**src/scf_regs.svh**
```systemverilog
// Register offsets, field widths and reset values of the sensor clamp and formatter bank.
// Assumes byte addresses on a 32-bit bus with every register on an aligned word.
`ifndef SCF_REGS_SVH
`define SCF_REGS_SVH

`define SCF_ADDR_W          6
`define SCF_OFS_HWIN_CFG    6'h00
`define SCF_OFS_HWIN_COL    6'h04
`define SCF_OFS_HWIN_ROW    6'h08
`define SCF_OFS_PRESET      6'h0C
`define SCF_OFS_VCFG        6'h10
`define SCF_OFS_OB_COL      6'h14
`define SCF_OFS_OB_ROW      6'h18
`define SCF_OFS_OB_ROWS     6'h1C
`define SCF_OFS_FMT_PIX0    6'h20
`define SCF_OFS_FMT_NPIX    6'h24
`define SCF_OFS_FMT_LINE0   6'h28
`define SCF_OFS_FMT_NLINE   6'h2C
`define SCF_OFS_FMT_OLEN    6'h30
`define SCF_OFS_FMT_OINT    6'h34
`define SCF_OFS_CSC_CTL     6'h38
`define SCF_OFS_STATUS      6'h3C

`define SCF_WPC_LSB         0
`define SCF_BWS_BIT         5
`define SCF_COEF_LSB        8
`define SCF_INIT_LSB        4
`define SCF_OBW_LSB         0
`define SCF_CSC_BIT         0

`define SCF_RST_5           5'h00
`define SCF_RST_13          13'h0000
`define SCF_RST_12          12'h000
`define SCF_RST_15          15'h0000
`define SCF_RST_8           8'h00
`define SCF_RST_3           3'h0
`define SCF_OUT_LEN_MAX     13'h1180
`define SCF_RESP_OKAY       2'h0
`define SCF_RESP_SLVERR     2'h2

`endif

```
**src/scf_pkg.sv**
```systemverilog
// Types shared by the sensor clamp and formatter register bank.
// Assumes the offsets and reset values come from scf_regs.svh.
package scf_pkg;

    // Choice of the previous-line clamp value at frame start.
    typedef enum logic [1:0] {
        SCF_INIT_BASE,
        SCF_INIT_PRESET,
        SCF_INIT_KEEP,
        SCF_INIT_RSVD
    } scf_init_sel_e;

    typedef logic [12:0] scf_pos_t;

endpackage

```
**src/scf_regs_bank.sv**
```systemverilog
// Configuration register bank for the clamp, formatter and colour converter of the sensor path.
// Assumes an Avalon-MM master on ref_clk_i and consumers of the field outputs on the same clock.
//
// Behaviour
// - Five-bit per-colour horizontal clamp window count, 0 to 31.
// - Thirteen-bit horizontal start pixel of the horizontal clamp windows.
// - Thirteen-bit vertical start line of the horizontal clamp windows.
// - Twelve-bit unsigned preset loaded into the running clamp value.
// - Eight-bit line average weight in bits 15 to 8.
// - Two-bit previous-line initial value select; code three is reserved.
// - Three-bit power-of-two width of the black region in bits 2 to 0.
// - Thirteen-bit start column of the black region.
// - Thirteen-bit start row of the black region.
// - Thirteen-bit count of valid black region rows.
// - Thirteen-bit first formatter pixel and first formatter line.
// - Formatter pixels per input line equal programmed value plus one.
// - Formatter input lines equal fifteen-bit programmed value plus one.
// - Output line length programmed; above 4480 is not allowed, but larger values are stored as written and flagged in status bit 0.
// - Thirteen-bit output line sync interval; zero when merging lines.
// - Colour converter enable at bit zero; zero keeps it off.

`timescale 1ns/100ps
`include "scf_regs.svh"

module scf_regs_bank
    import scf_pkg::*;
(
    // Clock and reset.
    input  wire logic                   ref_clk_i,
    input  wire logic                   rstn_i,
    // Avalon-MM slave.
    input  wire logic [`SCF_ADDR_W-1:0] address_i,
    input  wire logic                   read_i,
    input  wire logic                   write_i,
    input  wire logic [31:0]            writedata_i,
    input  wire logic [3:0]             byteenable_i,
    output logic      [31:0]            readdata_o,
    output logic      [1:0]             response_o,
    output logic                        waitrequest_o,
    // Horizontal clamp settings.
    output logic      [4:0]             hclamp_windows_per_colour_o,
    output logic                        hclamp_base_window_sel_o,
    output logic      [12:0]            hclamp_start_col_o,
    output logic      [12:0]            hclamp_start_row_o,
    // Vertical clamp settings.
    output logic      [11:0]            clamp_preset_value_o,
    output logic      [7:0]             line_average_weight_o,
    output logic      [1:0]             prev_line_init_select_o,
    output logic      [2:0]             black_region_width_exp_o,
    output logic      [12:0]            black_region_start_col_o,
    output logic      [12:0]            black_region_start_row_o,
    output logic      [12:0]            black_region_rows_o,
    // Formatter settings.
    output logic      [12:0]            fmt_first_pixel_o,
    output logic      [12:0]            fmt_pixels_minus_one_o,
    output logic      [12:0]            fmt_first_line_o,
    output logic      [14:0]            fmt_lines_minus_one_o,
    output logic      [12:0]            fmt_out_line_len_o,
    output logic      [12:0]            fmt_out_line_interval_o,
    // Colour converter control.
    output logic                        color_convert_on_o
);

    // Byte-lane merge of write data over the old register contents.
    function automatic logic [31:0] be_merge(input logic [31:0] old_w,
                                             input logic [31:0] new_w,
                                             input logic [3:0]  be);
        logic [31:0] res;
        res = old_w;
        for (int i = 0; i < 4; i++) begin
            if (be[i]) begin
                res[8*i +: 8] = new_w[8*i +: 8];
            end
        end
        return res;
    endfunction

    // Bus handshake and read decode.
    logic                 wait_ff;
    logic                 wr_go;
    logic [31:0]          nxt_rdata;
    logic                 nxt_hit;

    // Horizontal clamp fields.
    logic [4:0]           wpc_ff;
    logic                 bws_ff;
    scf_pos_t             hcol_ff;
    scf_pos_t             hrow_ff;

    // Vertical clamp fields.
    logic [11:0]          preset_ff;
    logic [7:0]           coef_ff;
    scf_init_sel_e        init_ff;
    logic [2:0]           obw_ff;
    scf_pos_t             obcol_ff;
    scf_pos_t             obrow_ff;
    scf_pos_t             obrows_ff;

    // Formatter fields.
    scf_pos_t             pix0_ff;
    scf_pos_t             npix_ff;
    scf_pos_t             line0_ff;
    logic [14:0]          nline_ff;
    scf_pos_t             olen_ff;
    scf_pos_t             oint_ff;

    // Converter enable and status flags.
    logic                 csc_ff;
    logic                 len_over_ff;
    logic                 init_rsvd_ff;
    logic                 merge_mode_ff;

    // Write data merged over the addressed register.
    logic [31:0]          wmerged;
    logic [31:0]          old_word;

    // Handshake: a request is answered on the cycle after it is first seen.
    assign wr_go = write_i && !wait_ff;

    // Wait state; drops for exactly one cycle per request.
    // Read data are registered, so every request needs one wait cycle.
    // Back-to-back requests therefore take two cycles each.
    always_ff @(posedge ref_clk_i or negedge rstn_i) begin
        if (!rstn_i) begin
            wait_ff <= 1'b1;
        end else if ((read_i || write_i) && wait_ff) begin
            wait_ff <= 1'b0;
        end else begin
            wait_ff <= 1'b1;
        end
    end

    // Read decode of every register; reserved bits fill with zero.
    always_comb begin
        nxt_rdata = 32'h0000_0000;
        nxt_hit   = 1'b1;
        if (address_i == `SCF_OFS_HWIN_CFG) begin
            nxt_rdata[`SCF_WPC_LSB +: 5] = wpc_ff;
            nxt_rdata[`SCF_BWS_BIT]      = bws_ff;
        end else if (address_i == `SCF_OFS_HWIN_COL) begin
            nxt_rdata[12:0] = hcol_ff;
        end else if (address_i == `SCF_OFS_HWIN_ROW) begin
            nxt_rdata[12:0] = hrow_ff;
        end else if (address_i == `SCF_OFS_PRESET) begin
            nxt_rdata[11:0] = preset_ff;
        end else if (address_i == `SCF_OFS_VCFG) begin
            nxt_rdata[`SCF_COEF_LSB +: 8] = coef_ff;
            nxt_rdata[`SCF_INIT_LSB +: 2] = init_ff;
            nxt_rdata[`SCF_OBW_LSB +: 3]  = obw_ff;
        end else if (address_i == `SCF_OFS_OB_COL) begin
            nxt_rdata[12:0] = obcol_ff;
        end else if (address_i == `SCF_OFS_OB_ROW) begin
            nxt_rdata[12:0] = obrow_ff;
        end else if (address_i == `SCF_OFS_OB_ROWS) begin
            nxt_rdata[12:0] = obrows_ff;
        end else if (address_i == `SCF_OFS_FMT_PIX0) begin
            nxt_rdata[12:0] = pix0_ff;
        end else if (address_i == `SCF_OFS_FMT_NPIX) begin
            nxt_rdata[12:0] = npix_ff;
        end else if (address_i == `SCF_OFS_FMT_LINE0) begin
            nxt_rdata[12:0] = line0_ff;
        end else if (address_i == `SCF_OFS_FMT_NLINE) begin
            nxt_rdata[14:0] = nline_ff;
        end else if (address_i == `SCF_OFS_FMT_OLEN) begin
            nxt_rdata[12:0] = olen_ff;
        end else if (address_i == `SCF_OFS_FMT_OINT) begin
            nxt_rdata[12:0] = oint_ff;
        end else if (address_i == `SCF_OFS_CSC_CTL) begin
            nxt_rdata[`SCF_CSC_BIT] = csc_ff;
        end else if (address_i == `SCF_OFS_STATUS) begin
            nxt_rdata[0] = len_over_ff;
            nxt_rdata[1] = init_rsvd_ff;
            nxt_rdata[2] = merge_mode_ff;
        end else begin
            nxt_hit = 1'b0;
        end
    end

    // Read data and response are captured as the wait state drops.
    always_ff @(posedge ref_clk_i or negedge rstn_i) begin
        if (!rstn_i) begin
            readdata_o <= 32'h0000_0000;
            response_o <= `SCF_RESP_OKAY;
        end else if ((read_i || write_i) && wait_ff) begin
            readdata_o <= read_i ? nxt_rdata : 32'h0000_0000;
            response_o <= nxt_hit ? `SCF_RESP_OKAY : `SCF_RESP_SLVERR;
        end
    end

    // The stored field of the addressed register, for lane merging.
    assign old_word = nxt_rdata;
    assign wmerged  = be_merge(old_word, writedata_i, byteenable_i);

    // Horizontal clamp window configuration.
    always_ff @(posedge ref_clk_i or negedge rstn_i) begin
        if (!rstn_i) begin
            wpc_ff <= `SCF_RST_5;
            bws_ff <= 1'b0;
        end else if (wr_go && address_i == `SCF_OFS_HWIN_CFG) begin
            wpc_ff <= wmerged[`SCF_WPC_LSB +: 5];
            bws_ff <= wmerged[`SCF_BWS_BIT];
        end
    end

    // Horizontal clamp window start column.
    always_ff @(posedge ref_clk_i or negedge rstn_i) begin
        if (!rstn_i) begin
            hcol_ff <= `SCF_RST_13;
        end else if (wr_go && address_i == `SCF_OFS_HWIN_COL) begin
            hcol_ff <= wmerged[12:0];
        end
    end

    // Horizontal clamp window start row.
    always_ff @(posedge ref_clk_i or negedge rstn_i) begin
        if (!rstn_i) begin
            hrow_ff <= `SCF_RST_13;
        end else if (wr_go && address_i == `SCF_OFS_HWIN_ROW) begin
            hrow_ff <= wmerged[12:0];
        end
    end

    // Clamp preset value; reserved upper bits are dropped.
    always_ff @(posedge ref_clk_i or negedge rstn_i) begin
        if (!rstn_i) begin
            preset_ff <= `SCF_RST_12;
        end else if (wr_go && address_i == `SCF_OFS_PRESET) begin
            preset_ff <= wmerged[11:0];
        end
    end

    // Vertical clamp configuration fields.
    always_ff @(posedge ref_clk_i or negedge rstn_i) begin
        if (!rstn_i) begin
            coef_ff <= `SCF_RST_8;
            init_ff <= SCF_INIT_BASE;
            obw_ff  <= `SCF_RST_3;
        end else if (wr_go && address_i == `SCF_OFS_VCFG) begin
            coef_ff <= wmerged[`SCF_COEF_LSB +: 8];
            init_ff <= scf_init_sel_e'(wmerged[`SCF_INIT_LSB +: 2]);
            obw_ff  <= wmerged[`SCF_OBW_LSB +: 3];
        end
    end

    // Black region start column.
    always_ff @(posedge ref_clk_i or negedge rstn_i) begin
        if (!rstn_i) begin
            obcol_ff <= `SCF_RST_13;
        end else if (wr_go && address_i == `SCF_OFS_OB_COL) begin
            obcol_ff <= wmerged[12:0];
        end
    end

    // Black region start row.
    always_ff @(posedge ref_clk_i or negedge rstn_i) begin
        if (!rstn_i) begin
            obrow_ff <= `SCF_RST_13;
        end else if (wr_go && address_i == `SCF_OFS_OB_ROW) begin
            obrow_ff <= wmerged[12:0];
        end
    end

    // Black region valid row count.
    always_ff @(posedge ref_clk_i or negedge rstn_i) begin
        if (!rstn_i) begin
            obrows_ff <= `SCF_RST_13;
        end else if (wr_go && address_i == `SCF_OFS_OB_ROWS) begin
            obrows_ff <= wmerged[12:0];
        end
    end

    // Formatter first input pixel.
    always_ff @(posedge ref_clk_i or negedge rstn_i) begin
        if (!rstn_i) begin
            pix0_ff <= `SCF_RST_13;
        end else if (wr_go && address_i == `SCF_OFS_FMT_PIX0) begin
            pix0_ff <= wmerged[12:0];
        end
    end

    // Formatter pixels per line, stored as count minus one.
    always_ff @(posedge ref_clk_i or negedge rstn_i) begin
        if (!rstn_i) begin
            npix_ff <= `SCF_RST_13;
        end else if (wr_go && address_i == `SCF_OFS_FMT_NPIX) begin
            npix_ff <= wmerged[12:0];
        end
    end

    // Formatter first input line.
    always_ff @(posedge ref_clk_i or negedge rstn_i) begin
        if (!rstn_i) begin
            line0_ff <= `SCF_RST_13;
        end else if (wr_go && address_i == `SCF_OFS_FMT_LINE0) begin
            line0_ff <= wmerged[12:0];
        end
    end

    // Formatter input line count, stored as count minus one.
    always_ff @(posedge ref_clk_i or negedge rstn_i) begin
        if (!rstn_i) begin
            nline_ff <= `SCF_RST_15;
        end else if (wr_go && address_i == `SCF_OFS_FMT_NLINE) begin
            nline_ff <= wmerged[14:0];
        end
    end

    // Formatter output line length; stored as written, flagged if too long.
    always_ff @(posedge ref_clk_i or negedge rstn_i) begin
        if (!rstn_i) begin
            olen_ff <= `SCF_RST_13;
        end else if (wr_go && address_i == `SCF_OFS_FMT_OLEN) begin
            olen_ff <= wmerged[12:0];
        end
    end

    // Formatter output line sync interval.
    always_ff @(posedge ref_clk_i or negedge rstn_i) begin
        if (!rstn_i) begin
            oint_ff <= `SCF_RST_13;
        end else if (wr_go && address_i == `SCF_OFS_FMT_OINT) begin
            oint_ff <= wmerged[12:0];
        end
    end

    // Colour converter on or off.
    always_ff @(posedge ref_clk_i or negedge rstn_i) begin
        if (!rstn_i) begin
            csc_ff <= 1'b0;
        end else if (wr_go && address_i == `SCF_OFS_CSC_CTL) begin
            csc_ff <= wmerged[`SCF_CSC_BIT];
        end
    end

    // Status: checks of the programmed set-up, refreshed every cycle.
    always_ff @(posedge ref_clk_i or negedge rstn_i) begin
        if (!rstn_i) begin
            len_over_ff   <= 1'b0;
            init_rsvd_ff  <= 1'b0;
            merge_mode_ff <= 1'b0;
        end else begin
            len_over_ff   <= (olen_ff > `SCF_OUT_LEN_MAX);
            init_rsvd_ff  <= (init_ff == SCF_INIT_RSVD);
            merge_mode_ff <= (oint_ff == `SCF_RST_13);
        end
    end

    // The wait state drives the bus handshake directly.
    assign waitrequest_o               = wait_ff;

    // Field outputs come straight from their flip-flops.
    assign hclamp_windows_per_colour_o = wpc_ff;
    assign hclamp_base_window_sel_o    = bws_ff;
    assign hclamp_start_col_o          = hcol_ff;
    assign hclamp_start_row_o          = hrow_ff;
    assign clamp_preset_value_o        = preset_ff;
    assign line_average_weight_o       = coef_ff;
    assign prev_line_init_select_o     = init_ff;
    assign black_region_width_exp_o    = obw_ff;
    assign black_region_start_col_o    = obcol_ff;
    assign black_region_start_row_o    = obrow_ff;
    assign black_region_rows_o         = obrows_ff;
    assign fmt_first_pixel_o           = pix0_ff;
    assign fmt_pixels_minus_one_o      = npix_ff;
    assign fmt_first_line_o            = line0_ff;
    assign fmt_lines_minus_one_o       = nline_ff;
    assign fmt_out_line_len_o          = olen_ff;
    assign fmt_out_line_interval_o     = oint_ff;
    assign color_convert_on_o          = csc_ff;

endmodule

```
**config.mk**
```make
export PLATFORM = sky130hd
export DESIGN_NAME = scf_regs_bank
export DESIGN_NICKNAME = d
export VERILOG_FILES = /design/src/scf_pkg.sv /design/src/scf_regs_bank.sv
export VERILOG_INCLUDE_DIRS = /design/src
export SDC_FILE = /design/constraint.sdc
export NUM_CORES = 1
export LEC_CHECK = 0
export BUFFER_PORTS_ARGS = -buffer_cell sky130_fd_sc_hd__buf_4
export CAP_MARGIN = 20
export CORE_MARGIN = 3
export CORE_UTILIZATION = 35
export DETAILED_ROUTE_END_ITERATION = 8
export PLACE_DENSITY = 0.59
export SLEW_MARGIN = 20
export SYNTH_ARGS = -nofsm -noshare
export SYNTH_HDL_FRONTEND = slang
export SYNTH_SLANG_ARGS = --single-unit
```
**constraint.sdc**
```tcl
create_clock -name ref_clk_i -period 4.39 [get_ports ref_clk_i]
set_clock_uncertainty 0.2 [all_clocks]
set_input_delay 0 -clock ref_clk_i [delete_from_list [all_inputs] [get_ports ref_clk_i]]
set_output_delay 0 -clock ref_clk_i [all_outputs]
set_load 0.05 [all_outputs]
```
==> Yosys cells after proc, flatten, opt, wreduce, memory -nomap -nowiden <==
Index checks and enable logic that the tools add are counted.
{ "totals": {"regBits": 215, "in_bits": 46, "output_inout_bits": 212, "word_cells": 126} }
{ "op_classes": {"n_lt_le_gt_ge": 1, "n_eq_ne": 16, "mux": 64, "reduce_logical": 21} }
{ "ops": {"columns": ["op", "count"], "rows": [
  ["two-way mux 13 bit", 15],
  ["equality test 6 bit (second input constant)", 8],
  ["two-way mux 7 bit", 5],
  ["equality test 6 x 5 -> 1 bit (second input constant)", 4],
  ["two-way mux 2 bit", 11],
  ["two-way mux 1 bit", 20],
  ["two-way mux 10 bit", 2],
  ["logical AND 1 bit", 17],
  ["two-way mux 16 bit", 1],
  ["two-way mux 8 bit", 2],
  ["two-way mux 3 bit", 5],
  ["greater-than comparator 13 bit (second input constant)", 1],
  ["logical NOT 13 bit", 1],
  ["equality test 6 x 4 -> 1 bit (second input constant)", 2],
  ["two-way mux 12 bit", 1],
  ["equality test 6 x 3 -> 1 bit (second input constant)", 1],
  ["logical NOT 6 bit", 1],
  ["two-way mux 6 bit", 1],
  ["two-way mux 4 bit", 1],
  ["equality test 2 bit (second input constant)", 1],
  ["logical NOT 1 bit", 1],
  ["logical OR 1 bit", 1]
]} }

==> Logic depth before layout (Yosys ltp) <==
Gate-level depths: netlist of run 1.
{ "depth": {"depth_word": 27, "mapped_depth": 11, "depth_no_buf": 6} }

==> Least setup slack after synthesis of run 1 <==
OpenSTA, ideal clock, no wires.
{ "synth_timing": {"kind": "reg-to-reg", "from": "reg olen_ff[6], in the netlist fmt_out_line_len_o[6]", "to": "reg obrows_ff[6], in the netlist black_region_rows_o[6]", "setup_ns": 0.139, "t_arrival_ns": 1.981, "required_time_ns": 4.051, "setup_slack_ns": 2.070, "path_stages_with_launch": 7, "n_path_buf": 0, "synth_period_minus_slack_ns": 2.320, "path_cell_list": "dfrtp_1 mux4_2 nand3_1 nor3b_1 o221ai_1 o21ai_1 o21ai_0"} }
{ "synth_via": {"elab_chain_len": 19} }
{ "synth_rtl": {"columns": ["item", "line_no", "rtl"], "rows": [
  ["from (decl)", "scf_regs_bank.sv:104", "scf_pos_t olen_ff;"],
  ["from (signal assigned)", "scf_regs_bank.sv:311", "olen_ff <= `SCF_RST_13;"],
  ["from (signal assigned)", "scf_regs_bank.sv:313", "olen_ff <= wmerged[12:0];"],
  ["two-way mux 13 bit", "scf_regs_bank.sv:164", "end else if (address_i == `SCF_OFS_FMT_OLEN) begin"],
  ["two-way mux 13 bit", "scf_regs_bank.sv:162", "end else if (address_i == `SCF_OFS_FMT_NLINE) begin"],
  ["two-way mux 13 bit", "scf_regs_bank.sv:160", "end else if (address_i == `SCF_OFS_FMT_LINE0) begin"],
  ["two-way mux 13 bit", "scf_regs_bank.sv:158", "end else if (address_i == `SCF_OFS_FMT_NPIX) begin"],
  ["two-way mux 13 bit", "scf_regs_bank.sv:156", "end else if (address_i == `SCF_OFS_FMT_PIX0) begin"],
  ["two-way mux 13 bit", "scf_regs_bank.sv:154", "end else if (address_i == `SCF_OFS_OB_ROWS) begin"],
  ["two-way mux 13 bit", "scf_regs_bank.sv:152", "end else if (address_i == `SCF_OFS_OB_ROW) begin"],
  ["two-way mux 13 bit", "scf_regs_bank.sv:150", "end else if (address_i == `SCF_OFS_OB_COL) begin"],
  ["[3 not listed]", null, null],
  ["two-way mux 13 bit", "scf_regs_bank.sv:140", "end else if (address_i == `SCF_OFS_HWIN_COL) begin"],
  ["two-way mux 13 bit", "scf_regs_bank.sv:137", "if (address_i == `SCF_OFS_HWIN_CFG) begin"],
  ["two-way mux 2 bit", "scf_regs_bank.sv:146", "end else if (address_i == `SCF_OFS_VCFG) begin"],
  ["two-way mux 12 bit", "scf_regs_bank.sv:144", "end else if (address_i == `SCF_OFS_PRESET) begin"],
  ["two-way mux 13 bit", "scf_regs_bank.sv:142", "end else if (address_i == `SCF_OFS_HWIN_ROW) begin"],
  ["two-way mux 13 bit", "scf_regs_bank.sv:140", null],
  ["two-way mux 10 bit", "scf_regs_bank.sv:137", null],
  ["two-way mux 8 bit", "scf_regs_bank.sv:71", "if (be[i]) begin"],
  ["to (signal assigned)", "scf_regs_bank.sv:266", "obrows_ff <= `SCF_RST_13;"],
  ["to (signal assigned)", "scf_regs_bank.sv:268", "obrows_ff <= wmerged[12:0];"],
  ["to (decl)", "scf_regs_bank.sv:97", "scf_pos_t obrows_ff;"]
]} }
Every way passes these cells. The select of a mux whose other input is x is not followed.
A chain may end at the register's enable or synchronous reset.

==> Worst setup path after layout of run 1 <==
{ "layout_timing": {"from": "reg wait_ff, in the netlist waitrequest_o", "to": "reg bws_ff, in the netlist hclamp_base_window_sel_o"} }
{ "layout_via": {"elab_chain_len": 3} }
{ "layout_rtl": {"columns": ["item", "line_no", "rtl"], "rows": [
  ["from (decl)", "scf_regs_bank.sv:79", "logic wait_ff;"],
  ["from (signal assigned)", "scf_regs_bank.sv:125", "wait_ff <= 1'b1;"],
  ["from (signal assigned)", "scf_regs_bank.sv:127", "wait_ff <= 1'b0;"],
  ["from (signal assigned)", "scf_regs_bank.sv:129", "wait_ff <= 1'b1;"],
  ["logical NOT 1 bit", "scf_regs_bank.sv:118", "assign wr_go = write_i && !wait_ff;"],
  ["logical AND 1 bit", "scf_regs_bank.sv:118", null],
  ["logical AND 1 bit (no source line)", null, null],
  ["to (signal assigned)", "scf_regs_bank.sv:201", "bws_ff <= wmerged[`SCF_BWS_BIT];"],
  ["to (decl)", "scf_regs_bank.sv:86", "logic bws_ff;"]
]} }
Every way passes these cells.

==> metrics.cfg, run 1 <==
[route]
finalWirelength_mm=39.68
ant_nets=0
drc=0
drt_iter0_drc=985
vias_per_cell=5.612
routedWlPerCell_um=24.34
num_vias=9147
firstDrtPassIters=7

[sta]
relSlewSlack_pct=30.36
setup_tns_ns=0
max_freq_mhz=301.7
period_share_pct=75.51
rsz0062_at_grt=no
worstMarginPinSlew_ns=1.038
hold_ws_ns=0.02653
slew_violations=0
post-route-worst-setup-slack_ns=1.075
setup_viol_count_final=0
hold_violations=0
min_period_ns=3.315

[global_routing]
grt.met2_usage_pct=38.82
grt_pass1_vias=8964
grt.total_usage_pct=25.55
overflow=0
use_met1_pct=35.46
top_usage_layer=met2
grt_max_degree=115
antenna_found_initial=0
use_met3_pct=7.540
grt_pass1_wl_mm=58.84

[layout]
nFillCells=2728
seqCellArea_um2=4956
final_nets=1285
drive_gt1_share_pct=30.11
design_area_um2=12750
synthToLayoutAreaGrowth_pct=28.21
multi_input_area_um2=4527
antennaDiodeCount=0

[logic_synthesis]
seq_area_frac_synth_pct=49.82
synthAdderAreaFrac_pct=0
synth-seq-cells=198
yosysTopAreaCell=dfrtp_1
yosys_warnings=0
synth_top_family_by_area=compound AO/OA/AOI/OAI gates
synth-simple-area-share_pct=15.48
yosysTopAreaCellShare_pct=49.56
synth_compound_area_share_pct=18.96
async_flop_share_pct=100.0
synthTopCellsByArea=dfrtp_1, mux2_2, a21oi_1
yosys.cell_types.count=74
synthTopCellsByCount=dfrtp_1, nor2_1, a21oi_1
syn_inst=1013
synthMuxAreaShare_pct=10.43
synth_edf_count=0
synth.most_common_cell=dfrtp_1
yosys_most_used_dff=dfrtp_1
syn_avg_cell_area_um2=9.819
synth_xor_area_share_pct=0
synth_area_um2=9947

[placement]
hpwl_mm=28.28
postPlaceCellArea_um2=11920
port_buffers=222
preCtsSetupSlack_ns=1.274
routabilityCongestion=0.9305

[hold_path]
min_delay_path_depth=3
hp-class=in2reg
min_from=writedata_i[2]

[clocking]
cts_htree_levels=4
cts_buffers=17
cts_setup_buffers=0
clock_latency_ns=0.44
path_clk_slew_ns=0.07
cts_buffer_depth=2
cts_num_sinks=198
cts_tree=done
clock-root-buffer=clkbuf_16
cts_resized=0

[power_and_ir_drop]
cellPowerDensity_nw_per_um2=421.9
ir_drop_v=0.0002705
p_leak_nw=6.071

[floorplan]
ios=258
fp.dieW_um=174.6
core_um2=27930
dieHeight_um=174.6
start_util_pct=35.61
rows=61
die_area_um2=30480

[worst_setup_path]
r2r_cells=6
critical_path_class=reg2reg
worst_ep_required_time_ns=4.51
rrSetupSlack_ns=1.08
endpoint_kind=flip-flop
crit_path_max_fanout=9
r2r_start=waitrequest_o$_DFF_PN1_
startpoint_type=flip-flop
cp-startpoint=waitrequest_o$_DFF_PN1_
worstPathArrival_ns=3.44

[run]
max_cap_violations=0

[status]
status=finished, final reports clean

[cell type report]
class	instances	area share [%]
clock buffer	22	3.797
clock inverter	10	0.7456
inverter	6	0.1766
multi-input combinational	736	35.49
sequential	198	38.86
tap	378	3.708
timing repair buffer	280	17.22
[metal layers]
metal,vias to the layer above,routed length (um)
met5,-,0
met4,0,1095
met3,58,4013
met2,517,17810
met1,4527,16760
li1,4045,-
[placed cells by master (no fill, tap or decap), types with 6 or more instances in the layout]
master	synthesis	layout
nand2b_1	18	18
conb_1	1	17
dlygate4sd3_1	0	25
a31oi_1	9	9
a22oi_1	8	8
nor2b_1	11	11
o211ai_1	6	6
a21oi_2	10	10
nand3_1	19	19
nand3b_1	7	7
a211oi_1	10	10
nand2_1	102	102
o21ai_0	73	73
a21o_1	8	8
clkbuf_16	0	17
dfrtp_1	197	197
mux2i_1	28	28
nor2_1	112	112
mux2_2	60	60
a21oi_1	103	103
o31ai_1	7	7
o21a_1	7	7
buf_4	23	252
a22o_1	9	9
nor4_1	6	6
o22ai_1	10	10
nor3_1	11	11
[critical path: stages, from the launching register on]
cell and delay (ns):
dfstp_2 0.40, nor2b_1 0.63, nand2_1 0.22, nor2_1 0.65
nand2_1 0.22, mux2_2 0.31, dlygate4sd3_1 0.56
[power by group]
part	leakage (nW)	internal (mW)	switching [mW]
logic	3.11	0.459	1.12
clock network	0.282	0.846	0.745
registers	2.68	2.01	0.208
total	6.07	3.31	2.07
[what timing repair did]
item / CTS / global route
hold buffers: 25 / 0
setup endpoints to repair: 0 / 0
endpoints found under the hold margin: 190 / 0
[kinds of logic (layout without fill, tap and decap cells)]
family	count (synthesis)	after routing
mux	92	92
compound gates	301	301
flops	198	198
simple gates	326	326
other cells	1	17
buf+inv	95	318
[path summary, 6_finish.rpt]
| check | endpoint |
|---|---|
| max reg2reg | hclamp_base_window_sel_o$_DFFE_PN0P_ |
| min reg2reg | readdata_o[6]$_DFFE_PN0P_ |
| min | black_region_start_row_o[2]$_DFFE_PN0P_ |
| max | hclamp_base_window_sel_o$_DFFE_PN0P_ |
| max in group asynchronous | fmt_out_line_len_o[10]$_DFFE_PN0P_ |
| min in group asynchronous | hclamp_start_col_o[6]$_DFFE_PN0P_ |
[registers in the layout, indices dropped and copies added, names as in the netlist, 8 cells and up]
name / count
fmt_pixels_minus_one_o: 13
black_region_start_col_o: 13
fmt_out_line_len_o: 13
line_average_weight_o: 8
fmt_first_line_o: 13
fmt_first_pixel_o: 13
hclamp_start_row_o: 13
readdata_o: 16
fmt_lines_minus_one_o: 15
hclamp_start_col_o: 13
fmt_out_line_interval_o: 13
clamp_preset_value_o: 12
black_region_start_row_o: 13
black_region_rows_o: 13
[per-stage QoR]
stage / instances / total power [mW] / utilization [%]
final: 1630 / 5.381 / 45.66
after global routing: 1630 / 5.565 / 45.66
after CTS: 1630 / 5.380 / 45.66
after detailed placement: 1573 / 3.800 / 42.69
after global placement: 1573 / 3.785 / 42.69
after floorplan: 1029 / 3.223 / -
Note: power is estimated with default switching activity, not from simulation.
==> run 2, diff against run 1 <==
Clock period 4.39 ns to 3.15 ns, I/O delays scaled along.
==> run 2 against run 1 <==
  * Routed wire length rose by 1.0%
  * Highest routed layer unchanged
  * Sequential power is 40% higher
  * Combinational power is 42% higher
  * Sequential share of layout area shrank 0.97 points
  * Final cell count up 2.6%
  * Critical path depth up 1
==> metrics.cfg, run 2 (synthesis gave the netlist of run 1 again) <==
[status]
status=finished, final reports clean

[route]
num_vias=9378
firstDrtPassIters=6
routedWlPerCell_um=23.97
ant_nets=0
vias_per_cell=5.609
drc=0
drt_iter0_drc=952
finalWirelength_mm=40.08

[clocking]
cts_num_sinks=198
path_clk_slew_ns=0.07
clock_latency_ns=0.44
clock-root-buffer=clkbuf_16
cts_tree=done
cts_buffers=17
cts_htree_levels=4
cts_buffer_depth=2
cts_setup_buffers=0

[worst_setup_path]
worst_ep_required_time_ns=3.27
crit_path_frequent_cell=dlygate4sd3_1
max_stage_delay_ns=0.75
cpMaxStageDelayCell=or4_1
startpoint_type=input port
crit_path_max_fanout=10
endpoint_kind=flip-flop
critical_path.top_delay_family=simple AND/OR/NAND/NOR gates
crit_chain=dlygate4sd3_1 > buf_4 > or4_1 > nor2_1 > nand2_1 > mux2_2 > dlygate4sd3_1
cp_num_buf_inv=3
critical_path_class=in2reg
worstPathArrival_ns=3.17

[global_routing]
use_met3_pct=7.062
grt_max_degree=88
use_met1_pct=35.77
grt.total_usage_pct=25.75
overflow=0
antenna_found_initial=0
grt_pass1_wl_mm=59.04
grt_pass1_vias=9041
grt.met2_usage_pct=39.12
top_usage_layer=met2

[layout]
instances_no_fill=1672
layout_commonest_cell=buf_4
final_nets=1327
final_cell_mix=buf_4, dfrtp_1, nor2_1
synthToLayoutAreaGrowth_pct=31.51
regMostFlops=readdata_o
nFillCells=2733
largest_reg_flops=16
drive_gt1_share_pct=32.15
design_area_um2=13080
antennaDiodeCount=0

[floorplan]
ios=258
die_area_um2=30480
start_util_pct=35.61
rows=61
fp.dieW_um=174.6
core_um2=27930
dieHeight_um=174.6

[hold_path]
hp-class=in2async

[sta]
min_period_ns=3.048
max_freq_mhz=328.1
setup_viol_count_final=0
slew_violations=0
worstMarginPinSlew_ns=1.111
relSlewSlack_pct=25.91
period_share_pct=96.76
hold_violations=0
setup_tns_ns=0
rsz0062_at_grt=no

[power_and_ir_drop]
ir_drop_v=0.0003833
cellPowerDensity_nw_per_um2=578.0
p_leak_nw=6.277
finalPower_mw=7.561

[run]
max_cap_violations=0

[placement]
postPlaceCellArea_um2=12220
routabilityCongestion=0.9641
port_buffers=222
place_inst=1612
hpwl_mm=29.38

run 2: final cells by class:
cell class	count	area [um^2]	area share, %
Clock buffer	21	460.4	3.520
Clock inverter	11	121.4	0.9278
Inverter	6	22.52	0.1722
Multi-Input combinational cell	736	4529	34.62
Sequential cell	198	4956	37.89
Tap cell	378	473.0	3.615
Timing Repair Buffer	322	2519	19.25
run 2: stage by stage:
step                hold WS, ns  util, %  setup WS (ns)
detailed placement     -0.07260    43.73         0.4063
global route            0.04078    46.83        0.08227
global placement       -0.08029    43.73         0.4540
finish                 0.007738    46.83         0.1020
CTS                     0.02594    46.82        0.06766
floorplan               -0.4956        -         0.8303
run 2: path summary, 6_finish.rpt:
| kind | cells after the start | startpoint | slack (ns) | endpoint |
|---|---|---|---|---|
| max reg2reg | 7 | waitrequest_o$_DFF_PN1_ | 0.17 | line_average_weight_o[4]$_DFFE_PN0P_ |
| min | 2 | rstn_i | 0.008 | readdata_o[6]$_DFFE_PN0P_ |
| min reg2reg | 2 | readdata_o[6]$_DFFE_PN0P_ | 0.27 | readdata_o[6]$_DFFE_PN0P_ |
| max in group asynchronous | 3 | rstn_i | 1.91 | fmt_out_line_len_o[10]$_DFFE_PN0P_ |
| min in group ref_clk_i | 3 | writedata_i[2] | 0.04 | black_region_start_col_o[2]$_DFFE_PN0P_ |
| max | 7 | address_i[1] | 0.10 | hclamp_base_window_sel_o$_DFFE_PN0P_ |
run 2: where the power goes:
group | internal (mW) | switching (mW)
Combinational | 0.670 | 1.57
Sequential | 2.80 | 0.292
Clock | 1.22 | 1.02
run 2: metal layers:
| layer | routed length [um] | vias to the layer above |
|---|---|---|
| met1 | 16720 | 4585 |
| met2 | 17820 | 558 |
| met3 | 4082 | 94 |
| met5 | 0 | - |
| met4 | 1460 | 0 |
| li1 | - | 4141 |
run 2: repair_timing:
action	CTS	global route
gates resized for setup	0	1
hold buffers	28	0
endpoints found under the setup margin	0	1
hold endpoints to repair	257	0
